[src/rtl/dsrm_self_refresh.sv]
package dsrm_pkg;
  localparam int       LP_W          = 3;      // low-power select width
  localparam int       TIM_W         = 4;      // idle timer field width
  localparam int       IDLE_W        = 19;     // idle count width
  localparam int       MIN_SHIFT     = 3;      // threshold = 1 << (timer+3)
  localparam logic [LP_W-1:0]  LP_SELF_REFRESH = 3'h2;
  localparam logic [TIM_W-1:0] TIM_SAFE  = 4'h9;
  localparam logic [IDLE_W-1:0] SAFE_IDLE = 19'h01000; // 4096 cycles
  localparam int       CLK_PERIOD_NS = 100;
  localparam int       WINDOW_NS     = 15600;  // two refresh intervals
  localparam int       WINDOW_CYC    = WINDOW_NS / CLK_PERIOD_NS;
  localparam int       REF_MAX       = 16;     // refreshes per window
  localparam int       AGE_W         = 8;
  localparam int       PTR_W         = 4;
  typedef enum logic [2:0] {
    DSRM_AWAKE, DSRM_ENTER, DSRM_ASLEEP, DSRM_EXIT
  } dsrm_state_t;
endpackage : dsrm_pkg

// How it works
// - With low-power select at 0x2 the memory is put into self-refresh.
// - A command that arrives during self-refresh first wakes the memory.
// - After work ends the block idles for the timer-set count, then sleeps.
// - One refresh goes out on each entry and one on each exit.
// - A timer field of 0x9 or more gives at least 4096 idle cycles.
module dsrm_self_refresh (
  input  wire logic                       clk,
  input  wire logic                       rst_n,
  input  wire logic [dsrm_pkg::LP_W-1:0]  low_power_select,
  input  wire logic [dsrm_pkg::TIM_W-1:0] self_refresh_idle_timer,
  input  wire logic                       cmd_valid,
  output logic                            cmd_ready,
  input  wire logic                       cmd_pending,
  output logic                            mem_refresh,
  output logic                            mem_sr_enter,
  output logic                            mem_sr_exit,
  output logic                            in_self_refresh
);
  import dsrm_pkg::*;

  // idle threshold grows by powers of two with the timer field
  function automatic logic [IDLE_W-1:0] idle_limit(
    input logic [TIM_W-1:0] tim
  );
    idle_limit = IDLE_W'(1) << (IDLE_W'(tim) + IDLE_W'(MIN_SHIFT));
  endfunction : idle_limit

  dsrm_state_t            state;
  dsrm_state_t            next_state;
  logic [IDLE_W-1:0]      idle_cnt;
  logic [IDLE_W-1:0]      next_idle_cnt;
  logic [AGE_W-1:0]       age [REF_MAX];
  logic [PTR_W-1:0]       ref_ptr;
  logic                   next_refresh;
  logic                   next_enter;
  logic                   next_exit;

  // decode of mode, threshold and refresh budget
  wire sr_selected = (low_power_select == LP_SELF_REFRESH);
  wire [IDLE_W-1:0] limit = idle_limit(self_refresh_idle_timer);
  wire idle_done   = (idle_cnt >= limit) && !cmd_pending;
  wire ref_ok      = (age[ref_ptr] == '0);
  wire cmd_take    = cmd_valid && cmd_ready;
  assign cmd_ready = (state == DSRM_AWAKE);

  // next state and pulses
  always_comb begin
    next_state    = state;
    next_refresh  = 1'b0;
    next_enter    = 1'b0;
    next_exit     = 1'b0;
    next_idle_cnt = idle_cnt;
    unique case (state)
      DSRM_AWAKE: begin
        if (cmd_take || cmd_pending) begin
          next_idle_cnt = '0;
        end else if (idle_cnt != {IDLE_W{1'b1}}) begin
          next_idle_cnt = idle_cnt + IDLE_W'(1);
        end
        if (sr_selected && idle_done && !cmd_valid) begin
          next_state = DSRM_ENTER;
        end
      end
      DSRM_ENTER: begin
        if (cmd_valid || !sr_selected) begin
          next_state = DSRM_AWAKE;
        end else if (ref_ok) begin
          next_refresh = 1'b1;
          next_enter   = 1'b1;
          next_state   = DSRM_ASLEEP;
        end
      end
      DSRM_ASLEEP: begin
        if (cmd_valid || !sr_selected) begin
          next_state = DSRM_EXIT;
        end
      end
      DSRM_EXIT: begin
        if (ref_ok) begin
          next_refresh  = 1'b1;
          next_exit     = 1'b1;
          next_idle_cnt = '0;
          next_state    = DSRM_AWAKE;
        end
      end
      default: next_state = DSRM_AWAKE;
    endcase
  end

  // state and output registers
  always_ff @(posedge clk) begin
    if (!rst_n) begin
      state           <= DSRM_AWAKE;
      idle_cnt        <= '0;
      mem_refresh     <= 1'b0;
      mem_sr_enter    <= 1'b0;
      mem_sr_exit     <= 1'b0;
      in_self_refresh <= 1'b0;
    end else begin
      state           <= next_state;
      idle_cnt        <= next_idle_cnt;
      mem_refresh     <= next_refresh;
      mem_sr_enter    <= next_enter;
      mem_sr_exit     <= next_exit;
      in_self_refresh <= (next_state == DSRM_ASLEEP) ||
                         (next_state == DSRM_EXIT);
    end
  end

  // ring of refresh ages: a slot frees once its refresh leaves the window
  always_ff @(posedge clk) begin
    if (!rst_n) begin
      ref_ptr <= '0;
      for (int i = 0; i < REF_MAX; i++) begin
        age[i] <= '0;
      end
    end else begin
      for (int i = 0; i < REF_MAX; i++) begin
        if (next_refresh && PTR_W'(i) == ref_ptr) begin
          age[i] <= AGE_W'(WINDOW_CYC);
        end else if (age[i] != '0) begin
          age[i] <= age[i] - AGE_W'(1);
        end
      end
      if (next_refresh) begin
        ref_ptr <= ref_ptr + PTR_W'(1);
      end
    end
  end

  // checks
  a_entry_needs_select: assert property (@(posedge clk) disable iff (!rst_n)
    mem_sr_enter |-> $past(sr_selected))
    else $error("self-refresh entered without select 0x2");
  a_cmd_while_awake: assert property (@(posedge clk) disable iff (!rst_n)
    cmd_take |-> !in_self_refresh && !mem_sr_enter)
    else $error("command taken while memory asleep");
  a_idle_before_entry: assert property (@(posedge clk) disable iff (!rst_n)
    (state == DSRM_AWAKE && next_state == DSRM_ENTER)
      |-> idle_cnt >= limit && !cmd_pending)
    else $error("entry before idle count reached");
  a_refresh_pairs: assert property (@(posedge clk) disable iff (!rst_n)
    mem_refresh == (mem_sr_enter || mem_sr_exit))
    else $error("refresh not paired with entry or exit");
  a_safe_idle_min: assert property (@(posedge clk) disable iff (!rst_n)
    (state == DSRM_AWAKE && next_state == DSRM_ENTER &&
     self_refresh_idle_timer >= TIM_SAFE) |-> idle_cnt >= SAFE_IDLE)
    else $error("timer 0x9 or more gave under 4096 idle cycles");
  a_refresh_budget: assert property (@(posedge clk) disable iff (!rst_n)
    mem_refresh |-> $past(ref_ok))
    else $error("refresh issued with window budget spent");
  a_idle_restart: assert property (@(posedge clk) disable iff (!rst_n)
    cmd_take |=> idle_cnt == '0 ##1 state != DSRM_ENTER)
    else $error("idle count not restarted by command");
  // a command seen during self-refresh starts the exit
  a_wake_on_cmd: assert property (@(posedge clk) disable iff (!rst_n)
    (state == DSRM_ASLEEP && cmd_valid) |=> state == DSRM_EXIT)
    else $error("command did not wake the memory");
  // a command during entry aborts it without a refresh
  a_enter_abort: assert property (@(posedge clk) disable iff (!rst_n)
    (state == DSRM_ENTER && cmd_valid) |=> state == DSRM_AWAKE && !mem_refresh)
    else $error("entry not aborted by command");
  // dropping the select wakes the memory
  a_select_drop: assert property (@(posedge clk) disable iff (!rst_n)
    (state == DSRM_ASLEEP && !sr_selected) |=> state == DSRM_EXIT)
    else $error("memory kept asleep without select");
  // pending work holds the idle count at zero
  a_pending_hold: assert property (@(posedge clk) disable iff (!rst_n)
    (state == DSRM_AWAKE && cmd_pending)
      |=> idle_cnt == '0 && state == DSRM_AWAKE)
    else $error("idle count ran while work pending");
  // quiet awake cycles count up one by one
  a_idle_counts: assert property (@(posedge clk) disable iff (!rst_n)
    (state == DSRM_AWAKE && !cmd_take && !cmd_pending && idle_cnt < limit)
      |=> idle_cnt == $past(idle_cnt) + IDLE_W'(1))
    else $error("idle count did not advance");
  // the exit restarts the idle count
  a_exit_clears_idle: assert property (@(posedge clk) disable iff (!rst_n)
    mem_sr_exit |-> idle_cnt == '0)
    else $error("idle count not cleared on exit");
  // entry only from awake, exit only from asleep
  a_enter_from_awake: assert property (@(posedge clk) disable iff (!rst_n)
    mem_sr_enter |-> !$past(in_self_refresh))
    else $error("entry while already asleep");
  a_exit_from_sleep: assert property (@(posedge clk) disable iff (!rst_n)
    mem_sr_exit |-> $past(in_self_refresh))
    else $error("exit while not asleep");
  // refresh pulses never run back to back
  a_pulse_single: assert property (@(posedge clk) disable iff (!rst_n)
    mem_refresh |=> !mem_refresh)
    else $error("refresh pulse longer than one cycle");
  // no refresh while the memory just sleeps
  a_quiet_asleep: assert property (@(posedge clk) disable iff (!rst_n)
    (state == DSRM_ASLEEP && $past(state) == DSRM_ASLEEP) |-> !mem_refresh)
    else $error("refresh issued during self-refresh");
  // a spent budget holds the exit back
  a_exit_waits: assert property (@(posedge clk) disable iff (!rst_n)
    (state == DSRM_EXIT && !ref_ok) |=> state == DSRM_EXIT)
    else $error("exit refresh issued with budget spent");
endmodule : dsrm_self_refresh

[config.mk]
export PLATFORM = sky130hd
export DESIGN_NAME = dsrm_self_refresh
export DESIGN_NICKNAME = d
export VERILOG_FILES = /design/src/rtl/dsrm_self_refresh.sv
export SDC_FILE = /design/constraint.sdc
export NUM_CORES = 1
export LEC_CHECK = 0
export BUFFER_PORTS_ARGS = -buffer_cell sky130_fd_sc_hd__buf_2
export CAP_MARGIN = 10
export CORE_MARGIN = 5
export CORE_UTILIZATION = 35
export DETAILED_ROUTE_END_ITERATION = 16
export PLACE_DENSITY = 0.54
export SYNTH_ARGS = -nofsm -noshare
export SYNTH_HDL_FRONTEND = slang
export SYNTH_SLANG_ARGS = --single-unit
[constraint.sdc]
create_clock -name clk -period 8.1 [get_ports clk]
set_input_delay 2.025 -clock clk [delete_from_list [all_inputs] [get_ports clk]]
set_output_delay 2.025 -clock clk [all_outputs]
set_load 0.01 [all_outputs]
* Word level (Yosys, flattened, before mapping)
Memories as Yosys holds them, arrays and structs flattened. A register that Yosys moved wholly into a read port is not among the register bits.
Cells that the tools add are included.
** Cells by class
- $add $sub $neg :: 19
- Magnitude comparators :: 1
- Equality and inequality tests :: 24
- Shifts and indexed selects :: 1
- Muxes and demuxes :: 160
- Bitwise gates (word level) :: 32
- Reduce and logical (&&, ||, !) cells :: 49
** Operators by type and width (count)
- $mux 8 :: 32
- $reduce_bool 8->1 :: 16
- $sub 8x1->8 const B :: 16
- $mux 1 :: 115
- $mux 19 :: 3
- $pmux 19 s2 :: 1
- $eq 4x4->1 const A :: 8
- $or 1x1->1 :: 32
- $logic_and 1x1->1 :: 20
- $add 19x1->19 const B :: 1
- $ge 19x19->1 :: 1
- $ne 19x19->1 const B :: 1
- $shl 1x5->19 const A :: 1
- $eq 3x4->1 const A :: 4
- $eq 3x2->1 const B :: 5
- $mux 3 :: 5
- $pmux 3 s4 :: 1
- $eq 2x4->1 const A :: 2
- $logic_not 8->1 :: 1
- $mux 4 :: 2
- $add 4x2->5 const B :: 1
- $add 4x1->4 const B :: 1
- $eq 1x4->1 const A :: 1
- $logic_not 4->1 :: 1
- 10 further kinds :: 15
** Storage, ports and cells
- Register bits :: 30
- RAM bits :: 128
- Input port bits :: 11
- Output and inout port bits :: 5
- Memories kept :: 1
** Memories
- age :: words 16, bits a word 8, read ports 17, clocked after Yosys merged registers in 1, wr ports 16, RTL line 52 : logic [AGE_W-1:0] age [REF_MAX];

* Depth between registers and ports, before layout
- Depth after elaboration :: 11
- Mapped depth :: 9

* Worst setup path after synthesis
OpenSTA, ideal clock, no wires.
- Path kind :: input -> register
- From :: input low_power_select[0] (netlist bit)
- To :: memory age[1][0], enable pin
- Data arrival time :: 3.791 ns
- Data required time :: 7.762 ns
- Setup slack :: 3.971 ns
- Cell stages on the path :: 6
- Buffers on the path :: 1
- Cell sequence :: nor4b_1 > o21ai_0 > a31oi_1 > buf_4 > and4_2 > nand3b_1
** RTL lines
- from (decl) :: RTL line 29 : input wire logic [dsrm_pkg::LP_W-1:0] low_power_select,
- to (decl) :: RTL line 52

==> results.ini <==
[critical_path]
cp.buffers_inverters = 2
worst-setup-path-type = in2reg
r2r_setup_slack_ns = 4.50
cp-end-kind = register
cp_data_arrival_time_ns = 4.49
r2r_cells = 7
crit_fanout = 12
path_cells = buf_2 > nor4b_1 > o21ai_0 > a31oi_1 > buf_4 > and4_2 > nand3b_1
r2r-start = age[4][4]
max_stage_delay_ns = 0.77
crit_start = cmd_valid
r2r_end = age[13][5]
crit_required_ns = 8.18
crit_slowest_cell = nor4b_1
critPathLaunchType = primary input
cp_top_family = simple AND/OR/NAND/NOR gates

[global_routing]
grt_max_degree = 56
antenna_found_initial = 0
grt.total_usage = 0.152
grt_overflow = 0
first_global_vias = 7464
grt_pass1_wl_um = 38400

[power]
seqPwrFrac = 0.414
vdd_drop_max_v = 0.000112
net-switching-power_mw = 1.31
power_mw = 3.67
netSwitchingFraction = 0.358
p_comb_frac = 0.359
p_int_mw = 2.36
leakagePower_nw = 4.14
p_clk_frac = 0.228
pwr_density_cell_nw_per_um2 = 336

[clock_network]
cts_tree = yes
ctsResizeCount = 0
cts_inserted_buffers = 17
cts_root_buf = clkbuf_16
insertion_delay_ns = 0.43
htreeDepth = 4
postCtsHoldBufs = 0
ctsLongestPathBuffers = 2
path_clk_slew_ns = 0.07
post_cts.repair.setup_buffers = 0
clock_sinks = 162

[final_layout]
nets = 1078
fin_cells = 1402
area_growth_pct = 11.1
fin_area_um2 = 10900
drive_gt1_frac = 0.0811
nFillCells = 2781
antenna_cells = 0

[sta]
tightest_slew_ns = 0.921
setup-violations-final = 0
slew_viol_final = 0
slew_headroom = 0.377
min_period_ns = 4.41
max_freq_ghz = 0.227
hold_violations = 0
tns_ns = 0
clock_skew_ns = 0.0146
min_period_over_period = 0.545
rsz0062_at_grt = no

[min_path]
hold_class = reg2reg
holdPathStages = 1
min_to = idle_cnt[0]
min-delay-start = idle_cnt[0]

[yosys]
yosysWarnings = 0
synth.ff_latch_count = 162
yosysTopAreaCell = edfxtp_1
ys.flop_type = edfxtp_1
async_flop_share = 0
syn_area_um2 = 9830
yosysMostFrequentCell = edfxtp_1
ys_seq_area_frac = 0.460
yosys-top-cells-area = edfxtp_1 (39%), ha_1 (7.1%), dfxtp_1 (6.9%)
synth_cell_types = 70
synth_common_cells = edfxtp_1 (128), nand2_1 (98), nor2_1 (74)
synth_edf_count = 128
yosysTopAreaCellShare = 0.391
postSynthCellCount = 996
syn_avg_cell_area_um2 = 9.87

[run_status]
status = finished, final reports clean

[die]
die_x_um = 178
pin_count = 16
fp.dieH_um = 178
die-area_um2 = 31500
rows = 61
initial_core_util = 0.354
fp.coreArea_um2 = 27800

[routing]
drc = 0
dr.pass1.iters = 5
drtIter0Drc = 487
avgRoutedWirePerCell_um = 16.7
vias_per_cell = 5.38
vias = 7545
wirelength_um = 23400
antenna_left = 0

[placement]
dp.cells = 1370
dp_hpwl_um = 16700
placed_cell_area_um2 = 10300
gp_congestion = 0.818
io_buffers = 15

[job]
drv_cap = 0

## cell usage in the layout, fill, tap and decap left out, drive strengths merged, types with 8 or more instances in the layout
cell / Yosys / routed
edfxtp: 128 / 128
nand2: 98 / 98
nor2: 74 / 74
nor3: 69 / 69
xnor2: 58 / 58
ha: 56 / 56
inv: 48 / 50
o21ai: 50 / 50
nor4: 47 / 47
dfxtp: 34 / 34
nand3: 33 / 33
xor2: 32 / 32
or3: 21 / 21
buf: 10 / 21
nand4: 20 / 20
clkbuf: 17 / 20
a21oi: 19 / 19
and3: 17 / 17
nor3b: 14 / 14
a31o: 12 / 12
o21bai: 11 / 11
o31ai: 10 / 10
and4: 10 / 10
nor2b: 8 / 8
## sequential cells by signal, indices dropped and copies added, names as in the netlist, named ones only
name,flops
age,128
idle_cnt,19
in_self_refresh,1
mem_refresh,1
mem_sr_enter,1
mem_sr_exit,1
ref_ptr,4
state,3
## layer usage
metal  vias to the layer above  track usage  share of wire
met1                      3623        0.202           0.48
met2                       126        0.257           0.48
met5                         -            0              0
met3                        23       0.0232          0.030
met4                         0       0.0406          0.013
li1                       3773            -              -
## through the flow
stage / utilization / hold WS (ns) / setup WS [ns]
after floorplan: - / 0.448 / 3.97
after global placement: 0.371 / 0.519 / 3.33
after detailed placement: 0.371 / 0.524 / 3.25
after CTS: 0.393 / 0.528 / 3.69
after global routing: 0.393 / 0.555 / 3.35
final: 0.393 / 0.530 / 3.69
## power by group through the flow
| stage | Clock [mW] | Sequential [mW] | Combinational [mW] |
|---|---|---|---|
| after global routing | 0.883 | 1.56 | 1.50 |
| after floorplan | 0 | 1.47 | 1.07 |
| after detailed placement | 0 | 1.53 | 1.31 |
| final | 0.835 | 1.52 | 1.32 |
| after CTS | 0.853 | 1.52 | 1.33 |
| after global placement | 0 | 1.53 | 1.32 |
## layout make-up
type	count	area, um^2	area share
clock buffer	20	447	0.0409
timing repair buffer	21	120	0.0110
clock inverter	12	155	0.0142
sequential	162	4520	0.414
multi-input combinational	760	5010	0.459
tap	378	473	0.0433
inverter	49	184	0.0168
## worst max path at each step
stage | slack (ns) | end | cells past startpoint
after floorplan | 3.97 | age[1][0] | 6
after global placement | 3.33 | age[11][4] | 7
after detailed placement | 3.25 | age[1][3] | 7
after CTS | 3.69 | age[1][3] | 7
after global routing | 3.35 | age[0][7] | 7
final | 3.69 | age[1][3] | 7
## kinds of logic after synthesis
family | count (synthesis) | synth area share
simple gates | 444 | 0.237
other cells | 2 | 0.000764
compound gates | 166 | 0.121
fa+ha+maj | 56 | 0.0713
flops | 162 | 0.460
xor+xnor | 90 | 0.0802
buf+inv | 76 | 0.0300
No activity file was read; power rests on OpenSTA's default activity.
